**src/common/vic_cmd_pkg.sv**
```systemverilog
`default_nettype none
package vic_cmd_pkg;
    // register byte offsets
    localparam logic [11:0] MODE_BASE = 12'h000;
    localparam logic [11:0] VECT_BASE = 12'h080;
    localparam logic [11:0] NORMAL_VECTOR_READ = 12'h100;
    localparam logic [11:0] FAST_VECTOR_READ = 12'h104;
    localparam logic [11:0] CURRENT_ID = 12'h108;
    localparam logic [11:0] PENDING_STATUS = 12'h10c;
    localparam logic [11:0] MASK_STATUS = 12'h110;
    localparam logic [11:0] CORE_REQUEST_LINE_STATUS = 12'h114;
    localparam logic [11:0] SOURCE_ENABLE_COMMAND = 12'h120;
    localparam logic [11:0] SOURCE_DISABLE_COMMAND = 12'h124;
    localparam logic [11:0] PENDING_CLEAR_COMMAND = 12'h128;
    localparam logic [11:0] PENDING_SET_COMMAND = 12'h12c;
    localparam logic [11:0] END_OF_SERVICE_COMMAND = 12'h130;
    localparam logic [11:0] SPURIOUS_HANDLER_ADDRESS = 12'h134;
    // status bit positions
    localparam int FAST_LINE_BIT = 0;
    localparam int NORMAL_LINE_BIT = 1;
    // mode register fields
    localparam int PRIO_LSB = 0;
    localparam int TRIG_LSB = 5;
    // implemented sources and those with a two-bit trigger code
    localparam logic [31:0] VALID_SRC = 32'h0007_01ff;
    localparam logic [31:0] EXT_SRC = 32'h0007_0001;
    localparam int FAST_SRC = 0;
    localparam int STACK_DEPTH = 8;
    localparam logic [31:0] SPURIOUS_RESET = 32'h0000_0000;

    typedef struct packed {
        logic [1:0] trig;
        logic [2:0] prio;
    } src_mode_t;

    typedef struct packed {
        logic [2:0] prio;
        logic [4:0] id;
    } stack_entry_t;
endpackage
`default_nettype wire

```
**src/vic_cmd_unit.sv**
```systemverilog
// Overview of operation
// RQ1: status bit 0 reads 1 while the fast request line is asserted.
// RQ2: status bit 1 reads 1 while the normal request line is asserted.
// RQ3: enable command ones set the matching mask bits; zeros do nothing.
// RQ4: disable command ones clear the matching mask bits; zeros do nothing.
// RQ5: clear command ones clear matching pending bits; zeros do nothing. Level-triggered sources ignore it here and follow their line.
// RQ6: set command ones force matching sources pending; zeros do nothing.
// RQ7: bits 0-8 and 16-18 map sources; all other bits are ignored.
// RQ8: any write to end-of-service command ends the current interrupt.
// RQ9: spurious handler address is 32-bit read/write, resets to zero.
// RQ10: normal vector read makes highest pending source current, adopts its level.
// RQ11: only a normal vector read de-asserts the normal request line.
// RQ12: normal vector read auto-clears the selected source if edge triggered.
// RQ13: normal vector read pushes the new level onto the level stack.
// RQ14: normal vector read returns the selected source's handler address.
// RQ15: pending source above current level re-asserts the normal request line.
// RQ16: handler removes a level-sensitive request before finishing service.
// RQ17: handler masks the core then writes end-of-service before returning.
// RQ18: end-of-service pops the stack, restoring the previous level if any.
// RQ19: after a pop, a pending source above restored level re-asserts the line.
// RQ20: fast vector read clears source 0 only if edge triggered.
// RQ21: handler clears a level-sensitive fast request itself.
// RQ22: fast vector read returns source 0's handler address.
// RQ23: non-fast sources have priority 0 lowest to 7 highest; fast ignores it.
// RQ24: normal vector read returns zero when no current interrupt exists.
// RQ25: external trigger codes 00 low,01 fall,10 high,11 rise; internal use bit 0.
//
// Added by the designer: the APB interface to the registers.
`timescale 1ns/1ns
`default_nettype none
module vic_cmd_unit
    import vic_cmd_pkg::*;
(
    // clock and reset
    input wire logic core_clk_i,
    input wire logic rstn_i,
    // apb slave
    input wire logic psel_i,
    input wire logic penable_i,
    input wire logic pwrite_i,
    input wire logic [11:0] paddr_i,
    input wire logic [31:0] pwdata_i,
    output logic [31:0] prdata_o,
    output logic pready_o,
    output logic pslverr_o,
    // source lines and core request lines
    input wire logic [31:0] src_line_i,
    output logic fast_request_line_n_o,
    output logic normal_request_line_n_o
);
    src_mode_t mode_reg [32];
    logic [31:0] vector_reg [32];
    logic [31:0] pend_reg, pend_next, mask_reg, act_q_reg, act, set_v, clr_v;
    logic [31:0] spurious_reg, rdata;
    stack_entry_t stack_reg [STACK_DEPTH];
    logic [3:0] depth_reg;
    logic ready_reg, err_reg, fiq_reg, irq_reg;
    logic acc, wr, rd, hit, ivr_rd, fvr_rd, eoi_wr, want;
    logic cand_valid;
    logic [4:0] cand_id;
    logic [2:0] cand_prio, cur_prio;
    logic [4:0] cur_id;
    logic [11:0] word_off;
    logic [4:0] idx;

    // the access cycle commits every effect; pready follows one cycle later
    assign acc = psel_i & penable_i & ~ready_reg;
    assign wr = acc & pwrite_i;
    assign rd = acc & ~pwrite_i;
    assign idx = paddr_i[6:2];
    assign word_off = {paddr_i[11:2], 2'b00};
    assign ivr_rd = rd & (word_off == NORMAL_VECTOR_READ);
    assign fvr_rd = rd & (word_off == FAST_VECTOR_READ);
    assign eoi_wr = wr & (word_off == END_OF_SERVICE_COMMAND); // RQ8
    assign pready_o = ready_reg;
    assign pslverr_o = err_reg;
    assign cur_prio = (depth_reg != 4'h0) ? stack_reg[3'(depth_reg - 4'h1)].prio : 3'h0;
    assign cur_id = (depth_reg != 4'h0) ? stack_reg[3'(depth_reg - 4'h1)].id : 5'h00;

    // highest priority enabled pending source, lowest index wins a tie
    always_comb
    begin
        cand_valid = 1'b0;
        cand_id = 5'h00;
        cand_prio = 3'h0;
        for (int i = 1; i < 32; i++)
        begin
            if (pend_reg[i] && mask_reg[i] && VALID_SRC[i] &&
                (!cand_valid || mode_reg[i].prio > cand_prio)) // RQ23
            begin
                cand_valid = 1'b1;
                cand_id = 5'(i);
                cand_prio = mode_reg[i].prio;
            end
        end
    end

    // a source above the current level, or any with nothing in service
    assign want = cand_valid & ((depth_reg == 4'h0) | (cand_prio > cur_prio)); // RQ15 RQ19

    genvar g;
    generate
        for (g = 0; g < 32; g++)
        begin : g_src
            if (VALID_SRC[g])
            begin : g_on
                // external lines pick their sense; internal ones are active high
                assign act[g] = EXT_SRC[g] ?
                    (src_line_i[g] ~^ mode_reg[g].trig[1]) : src_line_i[g]; // RQ25
                assign clr_v[g] = (wr & (word_off == PENDING_CLEAR_COMMAND) & pwdata_i[g]) // RQ5
                    | (ivr_rd & cand_valid & (cand_id == 5'(g)) & mode_reg[g].trig[0]) // RQ12
                    | (fvr_rd & (g == FAST_SRC) & mode_reg[g].trig[0]); // RQ20
                assign set_v[g] = (wr & (word_off == PENDING_SET_COMMAND) & pwdata_i[g]) // RQ6
                    | (mode_reg[g].trig[0] & act[g] & ~act_q_reg[g]);
                // set beats clear; level sources follow their line
                assign pend_next[g] = set_v[g] |
                    (mode_reg[g].trig[0] ? (pend_reg[g] & ~clr_v[g]) : act[g]);
            end
            else
            begin : g_off
                assign act[g] = 1'b0; // RQ7
                assign clr_v[g] = 1'b0;
                assign set_v[g] = 1'b0;
                assign pend_next[g] = 1'b0;
            end

            always_ff @(posedge core_clk_i)
            begin
                if (!rstn_i)
                begin
                    mode_reg[g] <= '0;
                    vector_reg[g] <= 32'h0000_0000;
                end
                else if (wr && idx == 5'(g))
                begin
                    if (word_off[11:7] == MODE_BASE[11:7] && VALID_SRC[g])
                    begin
                        mode_reg[g].trig <= pwdata_i[TRIG_LSB +: 2] &
                            (EXT_SRC[g] ? 2'h3 : 2'h1);
                        mode_reg[g].prio <= pwdata_i[PRIO_LSB +: 3];
                    end
                    if (word_off[11:7] == VECT_BASE[11:7])
                    begin
                        vector_reg[g] <= pwdata_i;
                    end
                end
            end
        end
    endgenerate

    always_ff @(posedge core_clk_i)
    begin
        if (!rstn_i)
        begin
            pend_reg <= 32'h0000_0000;
            act_q_reg <= 32'h0000_0000;
        end
        else
        begin
            pend_reg <= pend_next;
            act_q_reg <= act;
        end
    end

    always_ff @(posedge core_clk_i)
    begin
        if (!rstn_i)
        begin
            mask_reg <= 32'h0000_0000;
        end
        else if (wr && word_off == SOURCE_ENABLE_COMMAND)
        begin
            mask_reg <= mask_reg | (pwdata_i & VALID_SRC); // RQ3
        end
        else if (wr && word_off == SOURCE_DISABLE_COMMAND)
        begin
            mask_reg <= mask_reg & ~pwdata_i; // RQ4
        end
    end

    always_ff @(posedge core_clk_i)
    begin
        if (!rstn_i)
        begin
            spurious_reg <= SPURIOUS_RESET;
        end
        else if (wr && word_off == SPURIOUS_HANDLER_ADDRESS)
        begin
            spurious_reg <= pwdata_i; // RQ9
        end
    end

    // level stack: a full stack refuses further pushes
    // deeper nesting still answers the read, but that level is lost
    always_ff @(posedge core_clk_i)
    begin
        if (!rstn_i)
        begin
            depth_reg <= 4'h0;
        end
        else if (ivr_rd && cand_valid && depth_reg != 4'(STACK_DEPTH))
        begin
            stack_reg[depth_reg[2:0]] <= '{prio: cand_prio, id: cand_id}; // RQ10 RQ13
            depth_reg <= depth_reg + 4'h1;
        end
        else if (eoi_wr && depth_reg != 4'h0)
        begin
            depth_reg <= depth_reg - 4'h1; // RQ18
        end
    end

    // request lines; normal falls only on a vector read
    always_ff @(posedge core_clk_i)
    begin
        if (!rstn_i)
        begin
            irq_reg <= 1'b0;
            fiq_reg <= 1'b0;
        end
        else
        begin
            irq_reg <= ivr_rd ? 1'b0 : (irq_reg | want); // RQ11 RQ15 RQ19
            fiq_reg <= pend_reg[FAST_SRC] & mask_reg[FAST_SRC];
        end
    end
    assign fast_request_line_n_o = ~fiq_reg;
    assign normal_request_line_n_o = ~irq_reg;

    always_comb
    begin
        hit = 1'b1;
        rdata = 32'h0000_0000;
        if (word_off[11:7] == MODE_BASE[11:7])
        begin
            rdata = {25'h0000000, mode_reg[idx].trig, 2'h0, mode_reg[idx].prio};
        end
        else if (word_off[11:7] == VECT_BASE[11:7])
        begin
            rdata = vector_reg[idx];
        end
        else
        begin
            unique case (word_off)
                NORMAL_VECTOR_READ:
                    rdata = cand_valid ? vector_reg[cand_id] : // RQ14
                        ((depth_reg != 4'h0) ? vector_reg[cur_id] : 32'h0000_0000); // RQ24
                FAST_VECTOR_READ: rdata = vector_reg[FAST_SRC]; // RQ22
                CURRENT_ID: rdata = {27'h0000000, cur_id};
                PENDING_STATUS: rdata = pend_reg;
                MASK_STATUS: rdata = mask_reg;
                CORE_REQUEST_LINE_STATUS:
                    rdata = {30'h00000000, irq_reg, fiq_reg}; // RQ1 RQ2
                SPURIOUS_HANDLER_ADDRESS: rdata = spurious_reg;
                SOURCE_ENABLE_COMMAND, SOURCE_DISABLE_COMMAND, PENDING_CLEAR_COMMAND,
                PENDING_SET_COMMAND, END_OF_SERVICE_COMMAND: rdata = 32'h0000_0000;
                default: hit = 1'b0;
            endcase
        end
    end

    always_ff @(posedge core_clk_i)
    begin
        if (!rstn_i)
        begin
            ready_reg <= 1'b0;
            err_reg <= 1'b0;
            prdata_o <= 32'h0000_0000;
        end
        else
        begin
            ready_reg <= acc;
            err_reg <= acc & ~hit;
            if (rd)
            begin
                prdata_o <= rdata;
            end
        end
    end

    property p_status_lines;
        @(posedge core_clk_i) disable iff (!rstn_i)
        rd && word_off == CORE_REQUEST_LINE_STATUS |=>
            prdata_o[1] == !$past(normal_request_line_n_o) &&
            prdata_o[0] == !$past(fast_request_line_n_o);
    endproperty
    a_status_lines: assert property (p_status_lines) else $error("status bits wrong"); // RQ1
    property p_enable;
        @(posedge core_clk_i) disable iff (!rstn_i)
        wr && word_off == SOURCE_ENABLE_COMMAND && pwdata_i[3] |=> mask_reg[3];
    endproperty
    a_enable: assert property (p_enable) else $error("enable missed"); // RQ3
    property p_disable;
        @(posedge core_clk_i) disable iff (!rstn_i)
        wr && word_off == SOURCE_DISABLE_COMMAND |=> (mask_reg & $past(pwdata_i)) == 32'h0;
    endproperty
    a_disable: assert property (p_disable) else $error("disable missed"); // RQ4
    property p_set;
        @(posedge core_clk_i) disable iff (!rstn_i)
        wr && word_off == PENDING_SET_COMMAND |=>
            (pend_reg & $past(pwdata_i) & VALID_SRC) == ($past(pwdata_i) & VALID_SRC);
    endproperty
    a_set: assert property (p_set) else $error("set missed"); // RQ6
    property p_spurious;
        @(posedge core_clk_i) disable iff (!rstn_i)
        wr && word_off == SPURIOUS_HANDLER_ADDRESS |=> spurious_reg == $past(pwdata_i);
    endproperty
    a_spurious: assert property (p_spurious) else $error("spurious not stored"); // RQ9
    property p_ivr_drop;
        @(posedge core_clk_i) disable iff (!rstn_i)
        ivr_rd |=> normal_request_line_n_o;
    endproperty
    a_ivr_drop: assert property (p_ivr_drop) else $error("normal line held"); // RQ11
    property p_push;
        @(posedge core_clk_i) disable iff (!rstn_i)
        ivr_rd && cand_valid && depth_reg < 4'h8 |=>
            depth_reg == $past(depth_reg) + 4'h1 && cur_prio == $past(cand_prio);
    endproperty
    a_push: assert property (p_push) else $error("level not pushed"); // RQ13
    property p_pop;
        @(posedge core_clk_i) disable iff (!rstn_i)
        eoi_wr && depth_reg != 4'h0 |=> depth_reg == $past(depth_reg) - 4'h1;
    endproperty
    a_pop: assert property (p_pop) else $error("level not popped"); // RQ18
    property p_reassert;
        @(posedge core_clk_i) disable iff (!rstn_i)
        want && !ivr_rd |=> !normal_request_line_n_o;
    endproperty
    a_reassert: assert property (p_reassert) else $error("line not raised"); // RQ15
    property p_fast_clear;
        @(posedge core_clk_i) disable iff (!rstn_i)
        fvr_rd && mode_reg[0].trig[0] && !set_v[0] |=> !pend_reg[0] ##1 fast_request_line_n_o;
    endproperty
    a_fast_clear: assert property (p_fast_clear) else $error("fast not cleared"); // RQ20
    // vector reads, the request line between reads, and unused source bits
    property p_edge_clear;
        @(posedge core_clk_i) disable iff (!rstn_i)
        ivr_rd && cand_valid && mode_reg[cand_id].trig[0] && !set_v[cand_id] |=>
            !pend_reg[$past(cand_id)];
    endproperty
    a_edge_clear: assert property (p_edge_clear) else $error("edge source kept"); // RQ12
    property p_level_fast;
        @(posedge core_clk_i) disable iff (!rstn_i)
        fvr_rd && !mode_reg[FAST_SRC].trig[0] && act[FAST_SRC] |=> pend_reg[FAST_SRC];
    endproperty
    a_level_fast: assert property (p_level_fast) else $error("level fast cleared"); // RQ20
    property p_fast_vector;
        @(posedge core_clk_i) disable iff (!rstn_i)
        fvr_rd |=> prdata_o == vector_reg[FAST_SRC];
    endproperty
    a_fast_vector: assert property (p_fast_vector) else $error("fast vector wrong"); // RQ22
    property p_empty_vector;
        @(posedge core_clk_i) disable iff (!rstn_i)
        ivr_rd && !cand_valid && depth_reg == 4'h0 |=> prdata_o == 32'h0000_0000;
    endproperty
    a_empty_vector: assert property (p_empty_vector) else $error("empty read not zero"); // RQ24
    property p_irq_hold;
        @(posedge core_clk_i) disable iff (!rstn_i)
        !normal_request_line_n_o && !ivr_rd |=> !normal_request_line_n_o;
    endproperty
    a_irq_hold: assert property (p_irq_hold) else $error("normal line dropped"); // RQ11
    property p_unused_bits;
        @(posedge core_clk_i) disable iff (!rstn_i)
        ((mask_reg | pend_reg) & ~VALID_SRC) == 32'h0000_0000;
    endproperty
    a_unused_bits: assert property (p_unused_bits) else $error("unused bit set"); // RQ7
    c_nested: cover property (@(posedge core_clk_i) disable iff (!rstn_i)
        ivr_rd && depth_reg == 4'h1 && cand_valid);
    c_eoi: cover property (@(posedge core_clk_i) disable iff (!rstn_i)
        eoi_wr ##1 !normal_request_line_n_o);
    c_fast: cover property (@(posedge core_clk_i) disable iff (!rstn_i)
        !fast_request_line_n_o ##[1:20] fvr_rd);
    c_level_fast: cover property (@(posedge core_clk_i) disable iff (!rstn_i)
        fvr_rd && !mode_reg[FAST_SRC].trig[0]);
    c_empty_read: cover property (@(posedge core_clk_i) disable iff (!rstn_i)
        ivr_rd && !cand_valid && depth_reg == 4'h0);
endmodule // vic_cmd_unit
`default_nettype wire

```
**config.mk**
```make
export PLATFORM = sky130hd
export DESIGN_NAME = vic_cmd_unit
export DESIGN_NICKNAME = d
export VERILOG_FILES = /design/src/common/vic_cmd_pkg.sv /design/src/vic_cmd_unit.sv
export SDC_FILE = /design/constraint.sdc
export NUM_CORES = 2
export LEC_CHECK = 0
export BUFFER_PORTS_ARGS = -buffer_cell sky130_fd_sc_hd__buf_2
export CAP_MARGIN = 20
export CORE_UTILIZATION = 45
export CTS_CLUSTER_DIAMETER = 150
export DETAILED_ROUTE_END_ITERATION = 16
export MAX_ROUTING_LAYER = met4
export SKIP_LAST_GASP = 1
export SYNTH_ARGS = -nofsm -noshare
export SYNTH_HDL_FRONTEND = slang
export SYNTH_SLANG_ARGS = --single-unit
```
**constraint.sdc**
```tcl
create_clock -name core_clk_i -period 20.3 [get_ports core_clk_i]
set_input_delay 4.06 -clock core_clk_i [delete_from_list [all_inputs] [get_ports core_clk_i]]
set_output_delay 4.06 -clock core_clk_i [all_outputs]
set_load 0.01 [all_outputs]
```
==> key figures <==
Status
  • Result of the run: completed

Global routing
  • Total global routing overflow: 0
  • Pin count of the biggest net entering global routing: 130
  • First-pass GRT wire length: 398 mm
  • GRT Total Usage: 36.3%
  • Number of global-route vias before repair: 53082
  • Number of antenna violations at the first check in global routing: 22

Timing
  • F_max: 0.0525 GHz
  • WHS: 0.431 ns
  • Share of the clock period used by the worst path: 93.8%
  • RSZ-0062 raised after global routing: no
  • Post-Route Skew: 0.0265 ns
  • Actual slew at the worst max-slew pin: 1.32 ns
  • Number of hold violations in the final report: 0
  • Final number of max-transition violations: 0
  • Total Negative Setup Slacks: 0 ns
  • Relative max-transition margin: 10.8%
  • Post-route minimum period: 19.03 ns
  • Setup violators final: 0

Place
  • Final GP Congestion: 1.00
  • Post-DP HPWL: 175 mm
  • Input/output buffers: 94

Detailed routing
  • Vias: 56826
  • Number of nets with antenna violations after detailed routing: 0
  • Pre-Repair DR Iteration Count: 9
  • Vias per std cell: 6.74
  • Average wire per standard cell: 33.7 um
  • Remaining DRCs: 0
  • Drt initial violations: 9683
  • Detailed Route WL: 284 mm

Finish
  • Area growth, synth to finish: 10.4%
  • Largest register FFs: 1024
  • Net count of the finished layout: 6360
  • Ratio of cells with drive above 1 in the final layout: 15.4%

Critical path
  • Cell with the largest stage delay on the worst path: sky130_fd_sc_hd__a22oi_4
  • Critical Path Start Type: register
  • Largest fanout on the critical path: 42
  • Crit-path most repeated cell: sky130_fd_sc_hd__ha_1
  • Kind of capture point of the worst setup path: register
  • Critical path arrival: 19.74 ns
  • Delay contributed by the slowest stage of the critical path: 1.01 ns
  • Required time of the worst setup path: 21.00 ns
  • Path type of the worst setup path: register to register

Logic synthesis
  • Post-synthesis sequential element count: 1268
  • Area of the mapped netlist: 71000 sq um
  • Ranking of synthesized cells by area: sky130_fd_sc_hd__edfxtp_1 48%, sky130_fd_sc_hd__mux4_2 12%, sky130_fd_sc_hd__and2_1 9.4%, sky130_fd_sc_hd__nand2_1 6.5%, sky130_fd_sc_hd__dfxtp_1 3.6%
  • Leading post-synthesis cells by instance count: 1229 x sky130_fd_sc_hd__nand2_1, 1140 x sky130_fd_sc_hd__edfxtp_1, 1067 x sky130_fd_sc_hd__and2_1
  • Sequential share of the synthesized area: 51.8%
  • Count of cell types in the netlist: 100
  • Number of synthesized flops with an enable pin: 1140
  • Post-Synthesis Cells: 6447
  • Warning count from the yosys run: 0
  • Proportion of register bits with asynchronous set or reset after synthesis: 0%
  • Share of the synthesized area in the top cell type: 48.2%
  • Leading cell type by number of instances after synthesis: sky130_fd_sc_hd__nand2_1
  • Post-synthesis cell type with the largest combined area: sky130_fd_sc_hd__edfxtp_1
  • Mapped Avg Cell Area: 11.0 sq um
  • Mapped Nets: 6559
  • Prevailing post-synth register cell: sky130_fd_sc_hd__edfxtp_1

Power and ir drop
  • Standby leakage power: 27.9 nW
  • Worst-case vdd ir drop: 0.0810 mV
  • Total power: 5.98 mW
  • Total power density per cell area: 76.3 nW/um^2

Clocking
  • Clock insertion delay at the later pin of the skew report: 0.81 ns
  • Root buffer cell: sky130_fd_sc_hd__clkbuf_16
  • CTS Buf Count: 141
  • Cts-stage hold buffer count: 0
  • Post-CTS sizing: 0
  • Setup Fix Bufs, Post-CTS: 0
  • Clock Pin Slew Worst Setup and Hold Paths: 0.06 ns
  • CTS Buffer Depth: 3
  • H-tree lvl count: 4
  • Sink count of the clock tree: 1268
  • Clock tree from TritonCTS: done

Run
  • Number of violations of the max-capacitance limit: 0

Floorplan
  • Die width: 399 um
  • Top-level I/O count: 117
  • Standard-cell row count: 145
  • Area of the die: 159000 sq um
  • Starting Density: 45.4%
  • Core region area: 156000 sq um
  • Vertical die dimension: 399 um

Hold path
  • Kind of path behind the tightest hold check: register to register
-- cells in the final DEF, fill, tap and decap left out, types with 132 or more instances in the layout --
| master | n |
|---|---|
| sky130_fd_sc_hd__edfxtp_1 | 1140 |
| sky130_fd_sc_hd__and3_1 | 132 |
| sky130_fd_sc_hd__mux4_2 | 373 |
| sky130_fd_sc_hd__a21oi_1 | 198 |
| sky130_fd_sc_hd__nand3_1 | 325 |
| sky130_fd_sc_hd__and2_1 | 1064 |
| sky130_fd_sc_hd__nand2_1 | 1227 |
| sky130_fd_sc_hd__buf_4 | 160 |
| sky130_fd_sc_hd__clkbuf_16 | 148 |
| sky130_fd_sc_hd__nor2_1 | 168 |
-- layout make-up --
cell class | count | area (sq um)
well taps | 2058 | 2570
flip-flops and latches | 1268 | 36800
fillers | 13732 | 78000
diodes | 15 | 37.5
multi-input cells | 4545 | 32500
repair buffers | 263 | 1920
inverters | 29 | 113
clock buffers | 184 | 3890
clock inverters | 72 | 596
-- metrics by stage --
stage	std cells	util (%)	setup slack [ns]	area (sq um)
2_1_floorplan	6447	-	4.13	71000
3_3_place_gp	8158	47.2	1.62	73800
3_5_place_dp	8160	47.2	1.66	73800
4_1_cts	8416	50.1	1.56	78300
5_1_grt	8429	50.1	0.267	78400
6_report	8434	50.1	1.27	78400
-- worst max-delay path, delay by kind of cell (launching register included) --
kind | cells | cell delay [ns]
DFF | 1 | 0.53
buffers and inverters | 4 | 1.02
adders and majority gates | 10 | 2.95
and+or+nand+nor | 21 | 2.68
AOI/OAI and AO/OA | 37 | 10.38
muxes | 3 | 1.21
-- final timing paths --
| kind | end | slack (ns) | cells after the start | start |
|---|---|---|---|---|
| max | prdata_o[16]$_SDFFE_PN0P_ | 1.27 | 75 | pend_reg[1]$_SDFF_PN0_ |
| min | mask_reg[10]$_SDFFE_PN0P_ | 0.43 | 2 | mask_reg[10]$_SDFFE_PN0P_ |
| max reg2reg | prdata_o[16]$_SDFFE_PN0P_ | 1.27 | 75 | pend_reg[1]$_SDFF_PN0_ |
| min reg2reg | mask_reg[10]$_SDFFE_PN0P_ | 0.43 | 2 | mask_reg[10]$_SDFFE_PN0P_ |
-- where the power goes --
group / internal (mW) / total [mW] / switching (mW)
combinational: 0.152 / 0.434 / 0.281
sequential: 2.92 / 2.99 / 0.0630
clock: 1.46 / 2.56 / 1.10
total: 4.54 / 5.98 / 1.45
-- metal layers --
| layer | part of all wire [%] | wire [um] | vias up | global-route usage (%) |
|---|---|---|---|---|
| met5 | 0 | 0 | - | - |
| met4 | 5.3 | 15000 | 0 | 17.3 |
| met3 | 15 | 42200 | 920 | 12.1 |
| met2 | 43 | 121000 | 4493 | 51.0 |
| met1 | 37 | 106000 | 28061 | 46.9 |
| li1 | - | - | 23352 | - |
-- cells by family after synthesis --
| family | share of synthesized area, % |
|---|---|
| flops | 51.8 |
| compound gates | 9.38 |
| mux | 12.9 |
| fa+ha+maj | 0.546 |
| buf+inv | 3.55 |
| xor+xnor | 0.0986 |
| simple gates | 21.7 |
(Power assumes the default switching activity.)
